File: src/dbg_consts.vh
// Constants for the core breakpoint debug unit
`ifndef DBG_CONSTS_VH
`define DBG_CONSTS_VH

// ********************************************************
// Register byte offsets
// ********************************************************
`define OFS_BREAK_CONTROL   8'h00
`define OFS_BREAK_STATUS    8'h04
`define OFS_CORE_INDEX      8'h08
`define OFS_DECODE1_ADDR    8'h0c
`define OFS_DECODE2_ADDR    8'h10
`define OFS_BAD_OPCODE      8'h14
// Range pairs: start at base + 8*k, end at base + 8*k + 4
`define OFS_RANGE_BASE      8'h40
`define RANGE_WORDS         18

// ********************************************************
// Break control fields
// ********************************************************
`define BC_SLAVE1_EN        27
`define BC_SLAVE2_EN        26
`define BC_USER_QUALIFY     25
`define BC_COMBINE_ALL      24
`define BC_INSTR_EN         21
`define BC_DATA_EN          20
`define BC_PROGMEM_EN       19
`define BC_SLAVE_INV        17
`define BC_INSTR4_INV       16
`define BC_INSTR1_INV       13
`define BC_DATA2_INV        12
`define BC_DATA1_INV        11
`define BC_PROGMEM_INV      10
`define BC_SLAVE_TRIG_HI    7
`define BC_SLAVE_TRIG_LO    6
`define BC_DATA2_TRIG_HI    5
`define BC_DATA2_TRIG_LO    4
`define BC_DATA1_TRIG_HI    3
`define BC_DATA1_TRIG_LO    2
`define BC_PROG_TRIG_HI     1
`define BC_PROG_TRIG_LO     0
`define BC_WRITE_MASK       32'h0f3bfcff
`define BC_RESET            32'h00000000

// ********************************************************
// Break status fields and bad opcode layout
// ********************************************************
`define BS_SLAVE2_HIT       16
`define BS_SLAVE1_HIT       7
`define BAD_ATOMIC_BIT      24
`define BAD_ADDR_HI         23
`define INSTR_ADDR_MASK     32'h00ffffff
`define BS_RESET            32'h00000000
`define BAD_RESET           32'h00000000
`define RANGE_RESET         32'h00000000

// ********************************************************
// AXI responses
// ********************************************************
`define RESP_OKAY           2'b00
`define RESP_SLVERR         2'b10

`endif

File: src/core_breakpoint_debug_unit.v
// Breakpoint debug unit with AXI4-Lite register slave
`timescale 1ns/1ps
`default_nettype none
`include "dbg_consts.vh"

module core_breakpoint_debug_unit #(
  parameter [31:0] CORE_INDEX = 32'h00000000,
  parameter        ADDR_W     = 8
) (
  input  wire              aclk,
  input  wire              aresetn,

  // Register bus, write side
  input  wire [ADDR_W-1:0] s_axi_awaddr,
  input  wire [2:0]        s_axi_awprot,
  input  wire              s_axi_awvalid,
  output wire              s_axi_awready,
  input  wire [31:0]       s_axi_wdata,
  input  wire [3:0]        s_axi_wstrb,
  input  wire              s_axi_wvalid,
  output wire              s_axi_wready,
  output wire [1:0]        s_axi_bresp,
  output wire              s_axi_bvalid,
  input  wire              s_axi_bready,

  // Register bus, read side
  input  wire [ADDR_W-1:0] s_axi_araddr,
  input  wire [2:0]        s_axi_arprot,
  input  wire              s_axi_arvalid,
  output wire              s_axi_arready,
  output wire [31:0]       s_axi_rdata,
  output wire [1:0]        s_axi_rresp,
  output wire              s_axi_rvalid,
  input  wire              s_axi_rready,

  // Monitored core buses
  input  wire [23:0]       instr_addr,
  input  wire              instr_valid,
  input  wire [31:0]       data_mem_addr,
  input  wire              data_valid,
  input  wire              data_write,
  input  wire [31:0]       prog_mem_data_addr,
  input  wire              progmem_valid,
  input  wire              progmem_write,
  input  wire [31:0]       slave1_addr,
  input  wire              slave1_valid,
  input  wire              slave1_write,
  input  wire [31:0]       slave2_addr,
  input  wire              slave2_valid,
  input  wire              slave2_write,

  // Core state and taps
  input  wire              user_mode,
  input  wire [31:0]       decode1_addr,
  input  wire [31:0]       decode2_addr,
  input  wire              bad_opcode_irq,
  input  wire [23:0]       bad_opcode_pc,
  input  wire              atomic_active,

  // Break request
  output wire              break_req
);

  // ********************************************************
  // Register state
  // ********************************************************
  reg  [31:0]       break_control_r;
  reg  [31:0]       break_status_r;
  reg  [31:0]       bad_opcode_capture_r;
  reg  [31:0]       decode1_r;
  reg  [31:0]       decode2_r;
  reg  [31:0]       range_r [0:`RANGE_WORDS-1];
  reg               break_req_r;

  // One write, one read
  reg               aw_held_r;
  reg               w_held_r;
  reg  [ADDR_W-1:0] awaddr_r;
  reg  [31:0]       wdata_r;
  reg  [3:0]        wstrb_r;
  reg               bvalid_r;
  reg  [1:0]        bresp_r;
  reg               rvalid_r;
  reg  [31:0]       rdata_r;
  reg  [1:0]        rresp_r;

  // Trigger select: 01 reads, 10 writes, 11 both, 00 never
  // Not used by instruction units
  function trig_ok;
    input [1:0] sel;
    input       valid;
    input       is_write;
    begin
      trig_ok = valid & ((sel[0] & ~is_write) | (sel[1] & is_write));
    end
  endfunction

  // Byte-lane merge of a write onto an old value
  // Strobes honoured per lane
  function [31:0] merge;
    input [31:0] old;
    input [31:0] data;
    input [3:0]  strb;
    integer      i;
    begin
      merge = old;
      for (i = 0; i < 4; i = i + 1) begin
        if (strb[i])
          merge[i*8 +: 8] = data[i*8 +: 8];
      end
    end
  endfunction

  // ********************************************************
  // AXI write channel acceptance
  // ********************************************************
  // Address and data taken in either order, held until both
  wire              aw_take  = s_axi_awvalid & s_axi_awready;
  wire              w_take   = s_axi_wvalid & s_axi_wready;
  wire              aw_have  = aw_held_r | aw_take;
  wire              w_have   = w_held_r | w_take;
  wire              wr_fire  = aw_have & w_have;
  wire [ADDR_W-1:0] wr_addr  = aw_held_r ? awaddr_r : s_axi_awaddr;
  wire [31:0]       wr_data  = w_held_r ? wdata_r : s_axi_wdata;
  wire [3:0]        wr_strb  = w_held_r ? wstrb_r : s_axi_wstrb;

  // Ready drops while a half waits
  assign s_axi_awready = ~aw_held_r & ~bvalid_r;
  assign s_axi_wready  = ~w_held_r & ~bvalid_r;
  assign s_axi_bvalid  = bvalid_r;
  assign s_axi_bresp   = bresp_r;

  // Read side
  assign s_axi_arready = ~rvalid_r;
  assign s_axi_rvalid  = rvalid_r;
  assign s_axi_rdata   = rdata_r;
  assign s_axi_rresp   = rresp_r;

  // Break from a flop
  assign break_req     = break_req_r;

  // Range window decode, shared by read and write paths
  wire [ADDR_W-1:0] wr_rofs = wr_addr - `OFS_RANGE_BASE;
  wire [ADDR_W-1:0] rd_rofs = s_axi_araddr - `OFS_RANGE_BASE;
  wire              wr_in_range = (wr_addr >= `OFS_RANGE_BASE) &&
                      (wr_rofs[ADDR_W-1:2] < `RANGE_WORDS);
  wire              rd_in_range = (s_axi_araddr >= `OFS_RANGE_BASE) &&
                      (rd_rofs[ADDR_W-1:2] < `RANGE_WORDS);
  // Word index in the window
  wire [4:0]        wr_idx = wr_rofs[6:2];
  wire [4:0]        rd_idx = rd_rofs[6:2];

  // Other offsets give SLVERR
  wire wr_ctl = wr_fire & (wr_addr == `OFS_BREAK_CONTROL);
  wire wr_bad = wr_fire & (wr_addr == `OFS_BAD_OPCODE);
  wire wr_ok  = (wr_addr == `OFS_BREAK_CONTROL) |
                (wr_addr == `OFS_BAD_OPCODE) | wr_in_range;

  // ********************************************************
  // Breakpoint comparators
  // ********************************************************
  // Short alias
  wire [31:0] ctl = break_control_r;

  // Monitored address per breakpoint: 0 prog, 1-2 data,
  // 3-6 instruction, 7-8 slave ports
  // Fetch addresses zero-extended
  wire [287:0] mon_addr = {slave2_addr, slave1_addr,
                           8'h00, instr_addr, 8'h00, instr_addr,
                           8'h00, instr_addr, 8'h00, instr_addr,
                           data_mem_addr, data_mem_addr,
                           prog_mem_data_addr};

  // Qualifying access per breakpoint
  wire [1:0] slv_sel = ctl[`BC_SLAVE_TRIG_HI:`BC_SLAVE_TRIG_LO];
  wire [1:0] da2_sel = ctl[`BC_DATA2_TRIG_HI:`BC_DATA2_TRIG_LO];
  wire [1:0] da1_sel = ctl[`BC_DATA1_TRIG_HI:`BC_DATA1_TRIG_LO];
  wire [1:0] pa_sel  = ctl[`BC_PROG_TRIG_HI:`BC_PROG_TRIG_LO];

  // One filter per unit
  wire [8:0] acc_ok  = {trig_ok(slv_sel, slave2_valid, slave2_write),
                        trig_ok(slv_sel, slave1_valid, slave1_write),
                        {4{instr_valid}},
                        trig_ok(da2_sel, data_valid, data_write),
                        trig_ok(da1_sel, data_valid, data_write),
                        trig_ok(pa_sel, progmem_valid, progmem_write)};

  // Invert bits; one bit covers both slave ports
  wire [8:0] inv = {ctl[`BC_SLAVE_INV], ctl[`BC_SLAVE_INV],
                    ctl[`BC_INSTR4_INV:`BC_INSTR1_INV],
                    ctl[`BC_DATA2_INV:`BC_PROGMEM_INV]};

  // Enables; user qualify blocks all outside user mode
  wire [8:0] en_raw = {ctl[`BC_SLAVE2_EN], ctl[`BC_SLAVE1_EN],
                       {4{ctl[`BC_INSTR_EN]}},
                       {2{ctl[`BC_DATA_EN]}},
                       ctl[`BC_PROGMEM_EN]};

  // Gates every unit
  wire       user_ok = ~ctl[`BC_USER_QUALIFY] | user_mode;
  wire [8:0] en      = en_raw & {9{user_ok}};

  wire [8:0] in_rng;
  wire [8:0] hit;

  // Nine like comparators
  genvar k;
  generate
    for (k = 0; k < 9; k = k + 1) begin : g_bp
      // Inclusive window, then invert, then qualify
      assign in_rng[k] = (mon_addr[k*32 +: 32] >= range_r[2*k]) &&
                         (mon_addr[k*32 +: 32] <= range_r[2*k+1]);
      assign hit[k] = en[k] & acc_ok[k] & (in_rng[k] ^ inv[k]);
    end
  endgenerate

  // AND mode needs every enabled unit true in the same cycle
  // Nothing enabled: no break
  wire all_true = (|en) & (&(hit | ~en));
  wire brk_nxt  = ctl[`BC_COMBINE_ALL] ? all_true : (|hit);

  // Hits mapped onto status bit layout
  // Bits 15:8 stay zero
  wire [31:0] hit_bits = {15'h0000, hit[8], 8'h00,
                          hit[7:3],
                          hit[2:0]};

  // ********************************************************
  // Control, status and capture registers
  // ********************************************************
  // Nothing matches after reset since all enables clear
  always @(posedge aclk) begin
    if (!aresetn) begin
      break_control_r <= `BC_RESET;
    end else if (wr_ctl) begin
      break_control_r <= merge(break_control_r, wr_data, wr_strb) &
                         `BC_WRITE_MASK;
    end
  end

  // A control write re-arms; a hit in that cycle still lands
  // No per-bit clear
  always @(posedge aclk) begin
    if (!aresetn) begin
      break_status_r <= `BS_RESET;
      break_req_r    <= 1'b0;
    end else begin
      break_req_r <= brk_nxt;
      if (wr_ctl)
        break_status_r <= hit_bits;
      else
        break_status_r <= break_status_r | hit_bits;
    end
  end

  // Capture beats a clearing write in the same cycle
  // Write data never stored
  always @(posedge aclk) begin
    if (!aresetn) begin
      bad_opcode_capture_r <= `BAD_RESET;
    end else if (bad_opcode_irq) begin
      bad_opcode_capture_r <= {7'h00, atomic_active,
                               bad_opcode_pc};
    end else if (wr_bad) begin
      bad_opcode_capture_r <= `BAD_RESET;
    end
  end

  // Decode stage addresses registered for a clean read path
  // Costs one cycle of lag
  always @(posedge aclk) begin
    if (!aresetn) begin
      decode1_r <= 32'h00000000;
      decode2_r <= 32'h00000000;
    end else begin
      decode1_r <= decode1_addr;
      decode2_r <= decode2_addr;
    end
  end

  // Range words; instruction pairs keep only 24 bits
  // Words 6 to 13 are fetch
  integer j;
  always @(posedge aclk) begin
    if (!aresetn) begin
      for (j = 0; j < `RANGE_WORDS; j = j + 1)
        range_r[j] <= `RANGE_RESET;
    end else if (wr_fire && wr_in_range) begin
      if (wr_idx >= 5'd6 && wr_idx <= 5'd13)
        range_r[wr_idx] <= merge(range_r[wr_idx], wr_data, wr_strb) &
                           `INSTR_ADDR_MASK;
      else
        range_r[wr_idx] <= merge(range_r[wr_idx], wr_data,
                                 wr_strb);
    end
  end

  // ********************************************************
  // AXI write handshake state
  // ********************************************************
  // Response waits until both halves of the write are in
  // Held half waits here
  always @(posedge aclk) begin
    if (!aresetn) begin
      aw_held_r <= 1'b0;
      w_held_r  <= 1'b0;
      awaddr_r  <= {ADDR_W{1'b0}};
      wdata_r   <= 32'h00000000;
      wstrb_r   <= 4'h0;
      bvalid_r  <= 1'b0;
      bresp_r   <= `RESP_OKAY;
    end else begin
      if (wr_fire) begin
        aw_held_r <= 1'b0;
        w_held_r  <= 1'b0;
        bvalid_r  <= 1'b1;
        bresp_r   <= wr_ok ? `RESP_OKAY : `RESP_SLVERR;
      end else begin
        if (aw_take) begin
          aw_held_r <= 1'b1;
          awaddr_r  <= s_axi_awaddr;
        end
        if (w_take) begin
          w_held_r <= 1'b1;
          wdata_r  <= s_axi_wdata;
          wstrb_r  <= s_axi_wstrb;
        end
        if (bvalid_r && s_axi_bready)
          bvalid_r <= 1'b0;
      end
    end
  end

  // ********************************************************
  // AXI read path
  // ********************************************************
  reg [31:0] rd_mux;
  reg        rd_hit;

  // Unmapped: zero, SLVERR
  always @* begin
    rd_mux = 32'h00000000;
    rd_hit = 1'b1;
    case (s_axi_araddr)
      `OFS_BREAK_CONTROL: rd_mux = break_control_r;
      `OFS_BREAK_STATUS:  rd_mux = break_status_r;
      `OFS_CORE_INDEX:    rd_mux = CORE_INDEX;
      `OFS_DECODE1_ADDR:  rd_mux = decode1_r;
      `OFS_DECODE2_ADDR:  rd_mux = decode2_r;
      `OFS_BAD_OPCODE:    rd_mux = bad_opcode_capture_r;
      default: begin
        if (rd_in_range)
          rd_mux = range_r[rd_idx];
        else
          rd_hit = 1'b0;
      end
    endcase
  end

  // One read outstanding; data held until rready
  // Reads have no side effect
  always @(posedge aclk) begin
    if (!aresetn) begin
      rvalid_r <= 1'b0;
      rdata_r  <= 32'h00000000;
      rresp_r  <= `RESP_OKAY;
    end else if (s_axi_arvalid && !rvalid_r) begin
      rvalid_r <= 1'b1;
      rdata_r  <= rd_mux;
      rresp_r  <= rd_hit ? `RESP_OKAY : `RESP_SLVERR;
    end else if (rvalid_r && s_axi_rready) begin
      rvalid_r <= 1'b0;
    end
  end

endmodule
`default_nettype wire

File: config.mk
export PLATFORM = sky130hd
export DESIGN_NAME = core_breakpoint_debug_unit
export DESIGN_NICKNAME = d
export VERILOG_FILES = /design/src/core_breakpoint_debug_unit.v
export VERILOG_INCLUDE_DIRS = /design/src /design/src/src
export SDC_FILE = /design/constraint.sdc
export NUM_CORES = 2
export LEC_CHECK = 0
export BUFFER_PORTS_ARGS = -buffer_cell sky130_fd_sc_hd__buf_2
export CORE_ASPECT_RATIO = 0.8
export CORE_MARGIN = 2
export CORE_UTILIZATION = 40
export CTS_CLUSTER_DIAMETER = 40
export DETAILED_ROUTE_END_ITERATION = 10
export PLACE_DENSITY = 0.65
export SLEW_MARGIN = 0
export SYNTH_ARGS = -nofsm -noshare
export SYNTH_HDL_FRONTEND = slang
export SYNTH_SLANG_ARGS = --single-unit
File: constraint.sdc
create_clock -name aclk -period 6.8 [get_ports aclk]
set_input_delay 1.02 -clock aclk [delete_from_list [all_inputs] [get_ports aclk]]
set_output_delay 1.02 -clock aclk [all_outputs]
set_load 0.05 [all_outputs]
Yosys cells after proc, flatten, opt, wreduce, memory -nomap -nowiden
Memories as Yosys holds them, arrays and structs flattened.
Index checks and enable logic that the tools add are counted.
- register bits after elaboration: 229
- memory bits (writable): 576
- input port bits: 317
- output and inout bits: 42
- logic and storage cells: 219
- memories kept: 1
- memory list (name ; depth ; bits a word ; rd ports ; clocked after Yosys merged registers in ; wr ports ; line ; source):
    range_r ; 18 ; 32 ; 20 ; 0 ; 18 ; core_breakpoint_debug_unit.v:72 ; reg [31:0] range_r [0:`RANGE_WORDS-1];
- add/sub/neg operators: 2
- order comparisons: 24
- equality and inequality tests: 6
- multiplexer cells: 55
- bitwise operators: 76
- reduce and logical (&&, ||, !) cells: 35
- operators by type and width (kind ; count):
    $mux W8 ; 26
    $pmux W32 S6 ; 1
    $ge A32 B32 Y1 ; 5
    $le A32 B32 Y1 ; 5
    $ge A24 B32 Y1 ; 4
    $le A24 B32 Y1 ; 4
    $mux W32 ; 4
    $mux W25 ; 2
    $and A1 B1 Y1 ; 41
    $or A32 B17 Y32 ; 1
    $reduce_or A32 Y1 ; 1
    $eq A8 B5 Y1 const B ; 3
    $reduce_or A9 Y1 ; 2
    $mux W1 ; 17
    $mux W17 ; 1
    $eq A8 B4 Y1 const B ; 2
    $ge A8 B7 Y1 const B ; 2
    $logic_and A1 B1 Y1 ; 16
    $logic_not A8 Y1 ; 2
    $sub A8 B7 Y8 const B ; 2
    $lt A6 B5 Y1 const B ; 2
    $reduce_and A2 Y1 ; 6
    $not A1 Y1 ; 11
    $or A1 B1 Y1 ; 11
    15 further kinds ; 27

Logic depth before layout (Yosys ltp)
- depth after elaboration: 12
- mapped depth: 15
- depth with buffers taken out: 12

Worst setup path after synthesis
Ideal clock, no wire load.
- path kind: input to register
- start point: input port s_axi_awaddr[6]
- end point: memory range_r[19][0], enable pin
- setup time: 0.461 ns
- arrival: 5.171 ns
- data required time: 6.339 ns
- path slack: 1.168 ns
- cell stages on the path: 9
- buffers on the path: 2
- cell sequence: mux2_2 inv_1 clkbuf_1 buf_1 ha_1 nand3_1 nor3_4 nand3_1 nor3_1
- RTL lines (item ; line ; source):
    start, declared ; core_breakpoint_debug_unit.v:14 ; input wire [ADDR_W-1:0] s_axi_awaddr,
    end, declared ; core_breakpoint_debug_unit.v:72 ;

==> results.sh <==
export IMPL_post_cts_resized=0
export IMPL_finalWeightedCongestion=1.01
export IMPL_drive_gt1_share_pct=16.8
export IMPL_cts_sinks=1228
export IMPL_vias_per_cell=6.26
export IMPL_cts_buffer_depth=3
export IMPL_area_growth_pct=14.5
export IMPL_hold_class="in2reg"
export IMPL_post_cts_buffers=0
export IMPL_slew_headroom_pct=5.08
export IMPL_startpoint="aw_held_r"
export IMPL_setup_tns_ns=0
export IMPL_p_int_mw=14.3
export IMPL_cts_tree="done"
export IMPL_io_buffer_count=350
export IMPL_ant_nets=0
export IMPL_reg2reg_from="aw_held_r"
export IMPL_post_route_period_util_pct=81.4
export IMPL_ios=359
export IMPL_drt_initial_drc_count=8911
export IMPL_wl_um=277000
export IMPL_track_usage_pct=29.2
export IMPL_cp_arrival_ns=6.06
export IMPL_ir_drop_mv=0.276
export IMPL_dpl_hpwl_um=196000
export IMPL_maxSlewViolCount=0
export IMPL_cts_hold_buf=0
export IMPL_synth_area_sq_mm=0.0726
export IMPL_multiInputGateArea_sq_mm=0.0346
export IMPL_fillers=16333
export IMPL_final_util_pct=46.2
export IMPL_yosysWarnings=0
export IMPL_leakage_nw=32.7
export IMPL_crit_required_ns=7.33
export IMPL_cpPeakStageDelay_ns=1.02
export IMPL_reg2reg_to="range_r[3][1]"
export IMPL_crit_fanout=20
export IMPL_grt_overflow=0
export IMPL_die_area_sq_mm=0.185
export IMPL_mostFrequentLayoutCells="nand2_1, edfxtp_1, inv_1"
export IMPL_finalNetCount=7864
export IMPL_h_tree_depth=4
export IMPL_p_sw_share_pct=29.4
export IMPL_synth_seq_area_share_pct=48.0
export IMPL_worstMarginPinSlew_ns=1.41
export IMPL_synth_seq_cells=1228
export IMPL_rrSetupSlack_ns=1.27
export IMPL_ys_types=78
export IMPL_placed_area_sq_mm=0.0777
export IMPL_status="completed"
export IMPL_seq_power_share_pct=41.8
export IMPL_power_density_mw_per_mm2=244
export IMPL_p_clk_share_pct=42.3
export IMPL_synthArstFlopShare_pct=0
export IMPL_setup_viol_count_final=0
export IMPL_core_sq_mm=0.180
export IMPL_crit_chain="mux2_2 -> inv_2 -> ha_1 -> o21ai_0 -> nand3_1 -> nor3_4 -> buf_4 -> nand2_2 -> nor2_4 -> buf_4 -> nand2_1 -> nand2_1 -> buf_12"
export IMPL_r2r_cells=13
export IMPL_die_h_um=385
export IMPL_slowest_stage="dfxtp_1"
export IMPL_grt_pass1_wl_um=393000
export IMPL_grt_max_degree=122
export IMPL_hold_viol_final=0
export IMPL_p_sw_mw=5.96
export IMPL_die_width_um=480
export IMPL_route_vias_total=59957
export IMPL_syn_avg_cell_area_sq_um=10.8
export IMPL_worstSetupPathType="reg2reg"
export IMPL_drc_errors=0
export IMPL_end_kind="flop"
export IMPL_initial_utilization_pct=40.4
export IMPL_rows=139
export IMPL_max_clock_freq_mhz=181
export IMPL_dr_pass1_iters=8
export IMPL_endpoint="range_r[3][1]"
export IMPL_antenna_found_initial=45
export IMPL_cts_root_buf="clkbuf_16"
export IMPL_wl_per_cell_um=28.9
export IMPL_clkTransAtPathRegs_ns=0.07
export IMPL_design_area_sq_mm=0.0831
export IMPL_synth_edff_count=1024
export IMPL_clk_latency_ns=0.83
export IMPL_combPwrFrac_pct=15.9
export IMPL_min_period_ns=5.53
export IMPL_ff_latch_area_sq_mm=0.0348
export IMPL_rsz0062_at_grt="false"
export IMPL_worst_setup_path_start_kind="flop"
export IMPL_grt_pass1_vias=56229
export IMPL_cts_inserted_buffers=156
export IMPL_drv_cap=0
export IMPL_syn_instance_count=6747
export IMPL_ys_flop_type="edfxtp_1"
export IMPL_final_common_cell="nand2_1"
export IMPL_finalClockSkew_ns=0.0239
[cells by family (layout without fill, tap and decap cells)]
| group | after synthesis | in the layout | synth area share [%] |
|---|---|---|---|
| AOI/OAI and AO/OA | 1203 | 1203 | 11.6 |
| xor gates and xnor gates | 4 | 4 | 0.0483 |
| adders and majority gates | 517 | 517 | 8.91 |
| buffers and inverters | 998 | 1344 | 5.37 |
| DFF | 1228 | 1228 | 48.0 |
| muxes | 354 | 354 | 10.4 |
| other | 1 | 89 | 0.00517 |
| and+or+nand+nor | 2442 | 2442 | 15.6 |
[worst min-delay path by stage]
stage,from,endpoint,slack [ns],depth (start not counted)
after floorplan,wdata_r[18],wdata_r[18],0.44,2
after global placement,wdata_r[9],wdata_r[9],0.44,2
after detailed placement,wdata_r[7],wdata_r[7],0.45,2
after CTS,s_axi_rready,s_axi_rvalid,0.34,2
after global routing,s_axi_rready,s_axi_rvalid,0.36,2
final,s_axi_rready,s_axi_rvalid,0.37,2
[flip-flops by register name, summed over array words and instances, names as in the netlist, 4 cells and up]
name	flops
awaddr_r	8
bad_opcode_capture_r	25
break_control_r	23
break_status_r	9
decode1_r	32
decode2_r	32
range_r	1024
s_axi_rdata	32
wdata_r	32
wstrb_r	4
[power groups by stage]
stage / sequential, mW / combinational (mW) / clock, mW
after floorplan: 8.62 / 1.84 / 0
after global placement: 8.61 / 3.07 / 0
after detailed placement: 8.62 / 3.13 / 0
after global routing: 8.49 / 3.41 / 8.94
after CTS: 8.46 / 3.14 / 8.62
final: 8.47 / 3.23 / 8.58
[synth_stat cells (87+ instances only)]
cell type / instances / area (sq um)
nand2_1: 1109 / 4160
edfxtp_1: 1024 / 30700
inv_1: 523 / 1960
ha_1: 517 / 6470
nor2_1: 334 / 1250
and3_1: 328 / 2050
mux4_2: 320 / 7210
nand3_1: 307 / 1540
clkbuf_1: 278 / 1040
a21oi_1: 272 / 1360
dfxtp_1: 204 / 4080
a311oi_1: 192 / 1680
o211ai_1: 155 / 1160
and2_1: 138 / 863
a211oi_1: 130 / 976
o21ai_0: 118 / 591
buf_2: 95 / 475
nand4_1: 94 / 588
buf_1: 87 / 327
[metrics by stage]
step | hold WS, ns | cells | power, mW | setup WS (ns)
final | 0.373 | 9578 | 20.3 | 1.27
after detailed placement | 0.447 | 9268 | 11.7 | 1.43
after floorplan | 0.436 | 6812 | 10.5 | 1.17
after CTS | 0.340 | 9554 | 20.2 | 1.41
after global routing | 0.364 | 9574 | 20.8 | 1.12
after global placement | 0.441 | 9268 | 11.7 | 1.41
[routing by layer]
layer  GRT usage [%]  routed length, um  vias up
li1                -                  -    25818
met1            40.2             108000    29511
met2            42.1             119000     3949
met3            7.24              34000      663
met4            16.1              15600       16
met5               0                 95        -
[cell type report]
cell class / instances / share of cell area, %
inverters: 524 / 2.37
clock buffers: 175 / 4.92
clock inverters: 111 / 1.48
multi-input cells: 4586 / 41.6
well taps: 2397 / 3.61
repair buffers: 534 / 4.04
flip-flops and latches: 1228 / 41.9
diodes: 23 / 0.0693
[worst max-delay path: cells and delay by family (launching register included)]
kind            cells  cell delay (ns)
simple gates        6             1.80
compound gates      1             0.10
mux                 1             0.88
flops               1             1.02
fa+ha+maj           1             0.25
buf+inv             4             1.12
Power figures use the tool's default switching activity.
